### src/verilog/sfx_pkg.sv
// sfx_pkg: word codes, field positions and reset values for the synthesizer
// fraction extension and fastlock register bank.
// assumes 24-bit serial words whose low four bits select the register.
package sfx_pkg;

  // word geometry
  localparam int WORD_W = 24;
  localparam int CODE_W = 4;
  localparam int LO_W   = 12;
  localparam int EXT_W  = 10;
  localparam int FRAC_W = 22;

  // register select codes
  localparam logic [3:0] CODE_MAIN     = 4'h0;
  localparam logic [3:0] CODE_DEN_LO   = 4'h1;
  localparam logic [3:0] CODE_PWR      = 4'h3;
  localparam logic [3:0] CODE_CFG      = 4'h9;
  localparam logic [3:0] CODE_FRAC_EXT = 4'hB;
  localparam logic [3:0] CODE_FASTLOCK = 4'hD;
  localparam logic [3:0] CODE_ACCESS   = 4'hE;

  // field positions
  localparam int AUTO_PU_BIT = 23;
  localparam int RF_PD_BIT   = 5;
  localparam int IF_PD_BIT   = 4;
  localparam int ACCESS_BIT  = 5;
  localparam int NUM_LO_LSB  = 4;
  localparam int DEN_LO_LSB  = 4;
  localparam int EXT_DEN_LSB = 14;
  localparam int EXT_NUM_LSB = 4;
  localparam int FL_LSB      = 4;

  // reset values
  localparam logic             PD_RESET   = 1'b1;
  localparam logic             AUTO_PU_RESET = 1'b0;
  localparam logic             WIDE_RESET = 1'b0;
  localparam logic [LO_W-1:0]  LO_RESET   = 12'h000;
  localparam logic [EXT_W-1:0] EXT_RESET  = 10'h000;

  // fastlock word fields, bits 23:4
  typedef struct packed {
    logic [1:0]  cycle_slip_reducer;
    logic [3:0]  rf_fastlock_pump_current;
    logic [13:0] rf_fastlock_timeout;
  } sfx_fastlock_type;

  localparam sfx_fastlock_type FL_RESET = 20'h00000;

  // fraction seen by the modulator
  typedef struct packed {
    logic              wide_mode;
    logic [FRAC_W-1:0] numerator;
    logic [FRAC_W-1:0] denominator;
  } sfx_frac_type;

endpackage

### src/verilog/sfx_serial_rx.sv
// sfx_serial_rx: three-wire serial word receiver.
// assumes serial pins already synchronous to clk; msb first, latch rising edge ends word.
`timescale 1ns/1ps
module sfx_serial_rx
  import sfx_pkg::*;
#(
  parameter int WIDTH = WORD_W
) (
  // clock and reset
  input  wire logic             clk,
  input  wire logic             rst_n,
  // serial pins
  input  wire logic             ser_clk,
  input  wire logic             ser_data,
  input  wire logic             ser_latch,
  // received word
  output logic [WIDTH-1:0]      word,
  output logic                  word_valid
);

  logic             clk_prev_reg;
  logic             latch_prev_reg;
  logic [WIDTH-1:0] shift_reg;

  // edge history
  always_ff @(posedge clk or negedge rst_n) begin
    if (!rst_n) begin
      clk_prev_reg   <= 1'b0;
      latch_prev_reg <= 1'b0;
    end else begin
      clk_prev_reg   <= ser_clk;
      latch_prev_reg <= ser_latch;
    end
  end

  // shift on serial clock rise
  always_ff @(posedge clk or negedge rst_n) begin
    if (!rst_n) begin
      shift_reg <= '0;
    end else if (ser_clk && !clk_prev_reg) begin
      shift_reg <= {shift_reg[WIDTH-2:0], ser_data};
    end
  end

  // word out on latch rise
  always_ff @(posedge clk or negedge rst_n) begin
    if (!rst_n) begin
      word       <= '0;
      word_valid <= 1'b0;
    end else begin
      word_valid <= ser_latch && !latch_prev_reg;
      if (ser_latch && !latch_prev_reg) begin
        word <= shift_reg;
      end
    end
  end

endmodule // sfx_serial_rx

### src/verilog/sfx_regs.sv
// sfx_regs: serial programming register bank for fraction extension,
// fastlock control and automatic power-up.
// assumes a host writing 24-bit words on three serial pins synchronous to clk.
`timescale 1ns/1ps
module sfx_regs
  import sfx_pkg::*;
(
  // clock and reset
  input  wire logic             clk,
  input  wire logic             nrst,
  // serial programming pins and device enable pin
  input  wire logic             ser_clk,
  input  wire logic             ser_data,
  input  wire logic             ser_latch,
  input  wire logic             device_enable_pin,
  // power control
  output logic                  rf_power_down,
  output logic                  if_power_down,
  output logic                  auto_power_up,
  // fraction to modulator
  output sfx_frac_type          frac,
  // fastlock control
  output sfx_fastlock_type      fastlock
);

  logic                rst_meta_reg;
  logic                rst_n_sync;
  logic [WORD_W-1:0]   word;
  logic                word_valid;
  logic [CODE_W-1:0]   code;
  logic                main_wr;
  logic                auto_pu;
  logic [LO_W-1:0]     num_lo_reg;
  logic [LO_W-1:0]     den_lo_reg;
  logic [EXT_W-1:0]    ext_num_reg;
  logic [EXT_W-1:0]    ext_den_reg;
  logic                wide_reg;

  // reset release
  always_ff @(posedge clk or negedge nrst) begin
    if (!nrst) begin
      rst_meta_reg <= 1'b0;
      rst_n_sync   <= 1'b0;
    end else begin
      rst_meta_reg <= 1'b1;
      rst_n_sync   <= rst_meta_reg;
    end
  end

  sfx_serial_rx #(
    .WIDTH      (WORD_W)
  ) u_rx (
    .clk        (clk),
    .rst_n      (rst_n_sync),
    .ser_clk    (ser_clk),
    .ser_data   (ser_data),
    .ser_latch  (ser_latch),
    .word       (word),
    .word_valid (word_valid)
  );

  assign code    = word[CODE_W-1:0];
  assign main_wr = word_valid && (code == CODE_MAIN);
  assign auto_pu = main_wr && auto_power_up && device_enable_pin;

  // auto power-up enable
  always_ff @(posedge clk or negedge rst_n_sync) begin
    if (!rst_n_sync) begin
      auto_power_up <= AUTO_PU_RESET;
    end else if (word_valid && (code == CODE_CFG)) begin
      auto_power_up <= word[AUTO_PU_BIT];
    end
  end

  // power-down bits
  always_ff @(posedge clk or negedge rst_n_sync) begin
    if (!rst_n_sync) begin
      rf_power_down <= PD_RESET;
      if_power_down <= PD_RESET;
    end else if (auto_pu) begin
      rf_power_down <= 1'b0;
      if_power_down <= 1'b0;
    end else if (word_valid && (code == CODE_PWR)) begin
      rf_power_down <= word[RF_PD_BIT];
      if_power_down <= word[IF_PD_BIT];
    end
  end

  // low fraction words
  always_ff @(posedge clk or negedge rst_n_sync) begin
    if (!rst_n_sync) begin
      num_lo_reg <= LO_RESET;
      den_lo_reg <= LO_RESET;
    end else begin
      if (main_wr) begin
        num_lo_reg <= word[NUM_LO_LSB +: LO_W];
      end
      if (word_valid && (code == CODE_DEN_LO)) begin
        den_lo_reg <= word[DEN_LO_LSB +: LO_W];
      end
    end
  end

  always_ff @(posedge clk or negedge rst_n_sync) begin
    if (!rst_n_sync) begin
      ext_num_reg <= EXT_RESET;
      ext_den_reg <= EXT_RESET;
    end else if (word_valid && (code == CODE_FRAC_EXT)) begin
      ext_den_reg <= word[EXT_DEN_LSB +: EXT_W];
      ext_num_reg <= word[EXT_NUM_LSB +: EXT_W];
    end
  end

  // width select
  always_ff @(posedge clk or negedge rst_n_sync) begin
    if (!rst_n_sync) begin
      wide_reg <= WIDE_RESET;
    end else if (word_valid && (code == CODE_ACCESS)) begin
      wide_reg <= word[ACCESS_BIT];
    end
  end

  // fraction forming
  always_ff @(posedge clk or negedge rst_n_sync) begin
    if (!rst_n_sync) begin
      frac <= '0;
    end else begin
      frac.wide_mode <= wide_reg;
      if (wide_reg) begin
        frac.numerator   <= {ext_num_reg, num_lo_reg};
        frac.denominator <= {ext_den_reg, den_lo_reg};
      end else begin
        frac.numerator   <= {{EXT_W{1'b0}}, num_lo_reg};
        frac.denominator <= {{EXT_W{1'b0}}, den_lo_reg};
      end
    end
  end

  always_ff @(posedge clk or negedge rst_n_sync) begin
    if (!rst_n_sync) begin
      fastlock <= FL_RESET;
    end else if (word_valid && (code == CODE_FASTLOCK)) begin
      fastlock <= sfx_fastlock_type'(word[WORD_W-1:FL_LSB]);
    end
  end
endmodule // sfx_regs

### config.mk
export PLATFORM = sky130hd
export DESIGN_NAME = sfx_regs
export DESIGN_NICKNAME = d
export VERILOG_FILES = /design/src/verilog/sfx_pkg.sv /design/src/verilog/sfx_serial_rx.sv /design/src/verilog/sfx_regs.sv
export SDC_FILE = /design/constraint.sdc
export NUM_CORES = 1
export LEC_CHECK = 0
export BUFFER_PORTS_ARGS = -buffer_cell sky130_fd_sc_hd__buf_2
export CAP_MARGIN = 20
export CORE_UTILIZATION = 40
export CTS_BUF_LIST = sky130_fd_sc_hd__clkbuf_8
export DETAILED_ROUTE_END_ITERATION = 10
export SLEW_MARGIN = 10
export SYNTH_ARGS = -nofsm -noshare
export SYNTH_HDL_FRONTEND = slang
export SYNTH_SLANG_ARGS = --single-unit
### constraint.sdc
create_clock -name clk -period 7.5 [get_ports clk]
set_input_delay 1.5 -clock clk [delete_from_list [all_inputs] [get_ports clk]]
set_output_delay 1.5 -clock clk [all_outputs]
set_load 0.02 [all_outputs]
Word-level counts from Yosys, hierarchy flattened --
Cells that the tools add are included.
Cells by class: add/sub/neg operators 0, multipliers 0, div/mod/pow operators 0, order comparisons 0, equality and inequality tests 6, shift-type cells 0, multiplexer cells 5, bitwise operators 0, reduce and logical (&&, ||, !) cells 15
Operators with widths (number):
- $mux W44 | 1
- $eq A4 B4 Y1 const B | 4
- $logic_and A1 B1 Y1 | 11
- $eq A4 B1 Y1 const B | 1
- $eq A4 B2 Y1 const B | 1
- $logic_not A4 Y1 | 1
- $mux W1 | 4
- $logic_not A1 Y1 | 2
- $reduce_bool A2 Y1 | 1
Word-level totals: register bits after elaboration 166, bits in latches 0, bits in writable memories 0, bits in read-only memories 0, input port bits 6, output and inout port bits 68, word-level logic and storage cells 47, memories kept 0

Logic depth before layout (Yosys ltp) --
Gate-level depths: netlist of the first run.
depth in word-level cells 5, gate-level depth with buffers 5, depth with buffers taken out 3

Hierarchy --
Synthesis of the first run repeated with hierarchy kept, for this count alone.
Unflattened totals: cell total of the unflattened synthesis 339, area, all modules 6020.8 um2
Modules (own cells, without submodules):
- sfx_regs | times used 1, cells each 231, area an instance 3966.3 um2, sequential area each 2880.3 um2
- sfx_serial_rx | times used 1, cells each 108, area an instance 2054.5 um2, sequential area each 1276.2 um2

Worst setup path after synthesis of the first run --
OpenSTA, ideal clock, no wires.
path kind input-to-reg, start in ser_clk, end reg u_rx.shift_reg[10], setup time 0.125 ns, arrival time 2.536 ns, required time 7.375 ns, setup slack 4.839 ns, cell stages on the path 4, buffers on the path 2, path through nor2b_1 clkbuf_1 clkbuf_1 mux2_2
Between the ends: cells in the longest elaborated chain, start to end 1
RTL lines:
- start, declared | RTL line sfx_regs.sv:12 | input wire logic ser_clk,
- $logic_and A1 B1 Y1 | RTL line sfx_serial_rx.sv:40 | end else if (ser_clk && !clk_prev_reg) begin
- end signal, assigned | RTL line sfx_serial_rx.sv:41 | shift_reg <= {shift_reg[WIDTH-2:0], ser_data};
- end, declared | RTL line sfx_serial_rx.sv:23 | logic [WIDTH-1:0] shift_reg;
No other way between the ends. A chain may end at the register's enable or synchronous reset.

Final worst setup path of the first run --
start reg rf_power_down, end out rf_power_down
RTL lines:
- start, declared | RTL line sfx_regs.sv:17 | output logic rf_power_down,
- start signal, assigned | RTL line sfx_regs.sv:84 | rf_power_down <= word[RF_PD_BIT];
No word-level cell between the ends.

==> results of run 1 <==
## Yosys cell counts, types with 2 or more instances
library cell / instances / area share (%)
and2_1: 20 / 2.2
mux2_2: 103 / 20
nand2_1: 4 / 0.26
nor2b_1: 2 / 0.22
dfrtp_1: 164 / 71
nor3_1: 3 / 0.26
a21oi_1: 2 / 0.17
buf_2: 7 / 0.60
dfstp_2: 2 / 0.90
mux2_4: 10 / 2.6
o32ai_1: 2 / 0.30
o31ai_1: 2 / 0.26
clkbuf_1: 6 / 0.39
## per-layer routing
layer	vias to the layer above	track usage (%)	share of wire, %
li1	1338	-	-
met1	1528	19.6	47
met2	63	21.8	48
met3	8	4.83	4.3
met4	0	5.87	1.1
met5	-	0	0
## where the power goes
part	switching (mW)	internal (mW)	total, mW
sequential	0.146	1.09	1.23
combinational	0.166	0.183	0.350
clock	0.309	0.389	0.698
total	0.622	1.66	2.28
## area by class of cell
type	count	area, sq um
clock buffers	20	275
flip-flops and latches	166	4160
fillers	1226	7140
multi-input cells	157	1590
well taps	180	225
inverters	1	3.75
clock inverters	12	174
repair buffers	81	465
## logic make-up (layout without fill, tap and decap cells)
| kind of cell | after synthesis | after routing |
|---|---|---|
| AND/OR/NAND/NOR | 36 | 36 |
| flip-flops | 166 | 166 |
| buffers and inverters | 16 | 114 |
| multiplexers | 113 | 113 |
| AO/OA/AOI/OAI | 7 | 7 |
| other | 1 | 1 |
## final timing paths
check                               from              to  slack (ns)  depth (start not counted)
min in group clk            rst_meta_reg      rst_n_sync        0.36                          0
min                           rst_n_sync     fastlock[1]        0.21                          0
max                        rf_power_down   rf_power_down        4.83                          1
max reg2reg                 u_rx.word[0]  ext_num_reg[4]        5.36                          4
min reg2reg                   rst_n_sync     fastlock[1]        0.21                          0
max in group asynchronous     rst_n_sync   num_lo_reg[9]        6.37                          2
## through the flow
step / power (mW) / setup WS (ns) / utilization, % / instances / instance area [sq um]
2_1_floorplan: 1.47 / 2.54 / - / 339 / 5820
3_3_place_gp: 1.59 / 4.95 / 45.5 / 583 / 6390
3_5_place_dp: 1.61 / 4.93 / 45.5 / 583 / 6390
4_1_cts: 2.31 / 4.79 / 48.7 / 615 / 6840
5_1_grt: 2.41 / 4.77 / 49.1 / 617 / 6900
6_report: 2.28 / 4.83 / 49.1 / 617 / 6900
==> insert_results.sql, run 1 <==
INSERT INTO impl_metrics (metric_group, metric, value, unit) VALUES
('run_status', 'run_status', 'completed', ''),
('layout', 'antenna-diode-count', '0', ''),
('die', 'core', '14000', 'sq um'),
('drt', 'drt-wirelength-per-cell', '15.8', 'um'),
('logic_synthesis', 'post_synth_instance_area', '5820', 'sq um'),
('logic_synthesis', 'postSynthRegisterBits', '166', ''),
('timing', 'finalSetupViolCount', '0', ''),
('global_routing', 'number_of_global_route_vias_before_repair', '3113', ''),
('logic_synthesis', 'synth-edff-count', '0', ''),
('critical_path', 'cpMaxStageDelayCell', 'dfstp_2', ''),
('logic_synthesis', 'ys_seq_area_share', '71.4', '%'),
('global_routing', 'grt_first_pass_wirelength', '16200', 'um'),
('placed_design', 'io_buffers', '73', ''),
('logic_synthesis', 'synth_mux_area_share', '22.5', '%'),
('global_routing', 'number_of_antenna_violations_at_the_first_check_in_global_routing', '0', ''),
('critical_path', 'slowest_delay', '0.56', 'ns'),
('clock_tree', 'holdBufCountCts', '0', ''),
('timing', 'total_negative_slack', '0', 'ns'),
('drt', 'post_drt_via_cell_ratio', '4.76', ''),
('drt', 'vias', '2937', ''),
('layout', 'most-common-layout-cells', '163 x dfrtp_1, 103 x mux2_2, 73 x buf_2', ''),
('die', 'initial_util', '41.4', '%'),
('global_routing', 'largest_net_degree_at_the_start_of_global_routing', '85', ''),
('worst_hold_path', 'class_of_the_worst_hold_path', 'reg2async', ''),
('logic_synthesis', 'synth_top_family_by_area', 'multiplexers', ''),
('critical_path', 'critical_path.n_buffers_inverters', '1', ''),
('drt', 'drtIter0Drc', '85', ''),
('critical_path', 'cell_type_group_with_the_largest_total_delay_on_the_critical_path', 'flip-flops', ''),
('timing', 'final.period_utilization', '35.6', '%'),
('logic_synthesis', 'synth_nets', '345', ''),
('timing', 'slew_headroom', '42.0', '%'),
('clock_tree', 'cts_buffer_depth', '2', ''),
('logic_synthesis', 'yosys.area_share.xor_xnor', '0', '%'),
('power', 'pwr_density_cell', '331', 'nW/um^2'),
('clock_tree', 'worst_setup_hold_path_clk_slew', '0.08', 'ns'),
('layout', 'area_growth', '18.6', '%'),
('die', 'top_level_ports', '74', ''),
('critical_path', 'critical_path_arrival', '1.17', 'ns'),
('clock_tree', 'clock_tree.root_cell', 'clkbuf_8', ''),
('layout', 'drive_above_1_share', '53.8', '%'),
('logic_synthesis', 'yosysWarningCount', '0', ''),
('logic_synthesis', 'avg_synthesized_cell_area', '17.2', 'sq um'),
('global_routing', 'grt_overflow_total', '0', ''),
('die', 'die_height', '123', 'um'),
('logic_synthesis', 'synth.distinct_cells', '25', ''),
('global_routing', 'track_usage', '14.6', '%'),
('clock_tree', 'cts_inserted_buffers', '17', ''),
('power', 'static-leakage-power', '3.60', 'nW'),
('timing', 'unrepaired_setup_endpoints_after_global_routing', 'false', ''),
('critical_path', 'crit_path_start_kind', 'register', ''),
('timing', 'timing.final.max_slew_violations', '0', ''),
('critical_path', 'crit_fanout', '3', ''),
('critical_path', 'timing.critical_path.cells', 'buf_2', ''),
('placed_design', 'gpl.final_weighted_congestion', '0.723', ''),
('clock_tree', 'post_cts_resize_count', '0', ''),
('clock_tree', 'cts.repair_timing.setup_buffer_count', '0', ''),
('run', 'number_of_violations_of_the_max_capacitance_limit', '0', ''),
('power', 'irDropWorstVdd', '0.125', 'mV'),
('logic_synthesis', 'synth_adder_area_share', '0', '%'),
('placed_design', 'post-dp-hpwl', '6020', 'um'),
('die', 'dieArea', '15000', 'sq um'),
('timing', 'finClkSkew', '0.0122', 'ns'),
('die', 'placement_rows', '43', ''),
('drt', 'finalWirelength', '9760', 'um'),
('critical_path', 'critPathRequiredTime', '6.00', 'ns'),
('timing', 'fmax', '374', 'MHz'),
('die', 'fp.dieW', '123', 'um'),
('clock_tree', 'cts_tree', 'done', ''),
('layout', 'layout_commonest_cell', 'dfrtp_1', ''),
('clock_tree', 'h_tree_levels', '4', ''),
('logic_synthesis', 'synth_compound_area_share', '0.817', '%');
Note: power is estimated with default switching activity, not from simulation.
==> inputs of run 2 (changes only) <==
==> constraint.sdc (replaced) <==
create_clock -name clk -period 2.7 [get_ports clk]
set_input_delay 0.54 -clock clk [delete_from_list [all_inputs] [get_ports clk]]
set_output_delay 0.54 -clock clk [all_outputs]
set_load 0.02 [all_outputs]
==> run 2 against run 1 <==
Die area is the same. Via count is 1.8% higher. Flip-flop and latch count did not move. First-iteration DRC count increased by 110%. Sequential share of layout area is 0.24 points higher.
==> insert_results.sql, run 2 (synthesized netlist as in run 1, its figures left out) <==
INSERT INTO impl_metrics (metric_group, metric, value, unit) VALUES
('critical_path', 'critPathRequiredTime', '3.03', 'ns'),
('timing', 'fmax', '534', 'MHz'),
('critical_path', 'timing.critical_path.cells', 'or3b_1 -> nor3_2 -> buf_4 -> mux2_2', ''),
('timing', 'total_negative_slack', '0', 'ns'),
('drt', 'post_drt_via_cell_ratio', '4.83', ''),
('drt', 'drt-wirelength-per-cell', '16.6', 'um'),
('global_routing', 'grt_first_pass_wirelength', '16500', 'um'),
('drt', 'vias', '2989', ''),
('placed_design', 'dpl_cell_area', '6440', 'sq um'),
('drt', 'wl_met1', '4880', 'um'),
('die', 'initial_util', '41.4', '%'),
('placed_design', 'placed_cells', '586', ''),
('die', 'placement_rows', '43', ''),
('timing', 'unrepaired_setup_endpoints_after_global_routing', 'false', ''),
('layout', 'fillerInstances', '1197', ''),
('worst_hold_path', 'hold_start', 'ser_latch', ''),
('drt', 'drtIter0Drc', '176', ''),
('run_status', 'run_status', 'completed', ''),
('layout', 'area_growth', '18.1', '%'),
('layout', 'finish.utilization', '48.9', '%'),
('drt', 'finalWirelength', '10300', 'um'),
('drt', 'drc', '0', ''),
('timing', 'timing.final.max_slew_violations', '0', ''),
('critical_path', 'timing.critical_path.to_type', 'register', ''),
('drt', 'routed-wl-met3', '449', 'um'),
('layout', 'most-common-layout-cells', '163 x dfrtp_1, 103 x mux2_2, 73 x buf_2', ''),
('placed_design', 'post-dp-hpwl', '6420', 'um'),
('timing', 'timing.final.crit_period', '1.87', 'ns'),
('layout', 'antenna-diode-count', '0', ''),
('layout', 'layout_commonest_cell', 'dfrtp_1', ''),
('global_routing', 'number_of_global_route_vias_before_repair', '2960', ''),
('critical_path', 'critical_path_arrival', '2.21', 'ns'),
('critical_path', 'regToRegSetupSlack', '0.83', 'ns'),
('critical_path', 'slowest_delay', '0.49', 'ns'),
('critical_path', 'depth_of_the_worst_register_to_register_path', '4', ''),
('drt', 'top_layer', 'met4', ''),
('critical_path', 'crit_fanout', '12', ''),
('die', 'fp.dieW', '123', 'um'),
('drt', 'dr_wl_met2', '4740', 'um'),
('run', 'number_of_violations_of_the_max_capacitance_limit', '0', ''),
('timing', 'finalSetupViolCount', '0', ''),
('clock_tree', 'cts_inserted_buffers', '17', ''),
('power', 'static-leakage-power', '3.60', 'nW'),
('layout', 'largest_register_ffs', '45', ''),
('critical_path', 'timing.critical_path.to', 'num_lo_reg[6]', ''),
('timing', 'tightestPinTransition', '0.867', 'ns'),
('layout', 'finish.net_count', '432', ''),
('layout', 'layout.area.seq', '4160', 'sq um'),
('critical_path', 'timing.critical_path.from', 'u_rx.word[2]', ''),
('critical_path', 'cpMaxStageDelayCell', 'or3b_1', ''),
('timing', 'finClkSkew', '0.0114', 'ns'),
('timing', 'timing.hold.ws', '0.208', 'ns'),
('layout', 'total_area_of_multi_input_combinational_cells', '1590', 'sq um'),
('clock_tree', 'clkLatencyLatePin', '0.45', 'ns'),
('worst_hold_path', 'class_of_the_worst_hold_path', 'in2reg', ''),
('clock_tree', 'cts_tree', 'done', ''),
('global_routing', 'largest_net_degree_at_the_start_of_global_routing', '61', ''),
('timing', 'final.period_utilization', '69.3', '%'),
('power', 'irDropWorstVdd', '0.328', 'mV'),
('timing', 'report.final.hold_viol_count', '0', ''),
('clock_tree', 'cts_buffer_depth', '2', ''),
('clock_tree', 'clock-sinks', '166', ''),
('layout', 'final_cell_count_no_fill', '619', ''),
('clock_tree', 'h_tree_levels', '4', ''),
('die', 'dieArea', '15000', 'sq um'),
('clock_tree', 'post_cts_resize_count', '0', ''),
('clock_tree', 'holdBufCountCts', '1', ''),
('die', 'top_level_ports', '74', ''),
('layout', 'finalInstanceArea', '6870', 'sq um'),
('global_routing', 'track_usage', '15.1', '%'),
('placed_design', 'gpl.final_weighted_congestion', '0.832', ''),
('die', 'core', '14000', 'sq um'),
('critical_path', 'timing.setup.critical_path_class', 'reg2reg', ''),
('drt', 'route.antenna.remaining_nets', '0', ''),
('global_routing', 'number_of_antenna_violations_at_the_first_check_in_global_routing', '0', ''),
('critical_path', 'reg2reg_from', 'u_rx.word[2]', ''),
('placed_design', 'io_buffers', '73', ''),
('critical_path', 'timing.rr.end', 'num_lo_reg[6]', ''),
('global_routing', 'grt_overflow_total', '0', ''),
('power', 'pwr_density_cell', '909', 'nW/um^2'),
('clock_tree', 'cts.repair_timing.setup_buffer_count', '0', ''),
('die', 'die_height', '123', 'um'),
('critical_path', 'crit_path_start_kind', 'register', ''),
('drt', 'drt_pre_antenna_iters', '4', ''),
('clock_tree', 'worst_setup_hold_path_clk_slew', '0.08', 'ns'),
('timing', 'slew_headroom', '42.2', '%'),
('layout', 'drive_above_1_share', '53.3', '%'),
('clock_tree', 'clock_tree.root_cell', 'clkbuf_8', '');
[run 2: how the worst min path moves through the flow]
stage	endpoint	slack, ns	cells past startpoint
2_1_floorplan	rst_meta_reg	0.24	0
3_3_place_gp	rst_meta_reg	0.33	1
3_5_place_dp	rst_meta_reg	0.33	1
4_1_cts	u_rx.latch_prev_reg	0.18	1
5_1_grt	u_rx.clk_prev_reg	0.18	1
6_report	u_rx.latch_prev_reg	0.21	1
[run 2: worst max-delay path, delay by kind of cell (launching register included)]
family                 cells  cell delay [ns]
AND/OR/NAND/NOR            2             0.65
flip-flops                 1             0.46
multiplexers               1             0.36
buffers and inverters      1             0.27
[run 2: cell type report]
| cell class | instances | area share [%] |
|---|---|---|
| Sequential cell | 166 | 60.6 |
| Multi-Input combinational cell | 157 | 23.2 |
| Timing Repair Buffer | 83 | 6.81 |
| Clock buffer | 21 | 4.21 |
| Tap cell | 180 | 3.28 |
| Clock inverter | 11 | 1.89 |
| Inverter | 1 | 0.0546 |
[run 2: metrics by stage]
stage	power, mW	setup WS (ns)
5_1_grt	6.58	0.750
3_5_place_dp	4.48	0.850
2_1_floorplan	4.07	0.979
6_report	6.25	0.828
3_3_place_gp	4.44	0.922
4_1_cts	6.33	0.831
[run 2: metal layers]
metal | vias up | global-route usage, %
met5 | - | 0
met4 | 0 | 7.24
met3 | 17 | 4.74
met2 | 72 | 21.2
met1 | 1562 | 21.1
li1 | 1338 | -
[run 2: power breakdown]
group	total, mW	leakage (nW)	internal [mW]	switching, mW
Combinational	0.965	1.15	0.508	0.457
Clock	1.84	0.224	0.999	0.838
Sequential	3.45	2.22	3.02	0.425
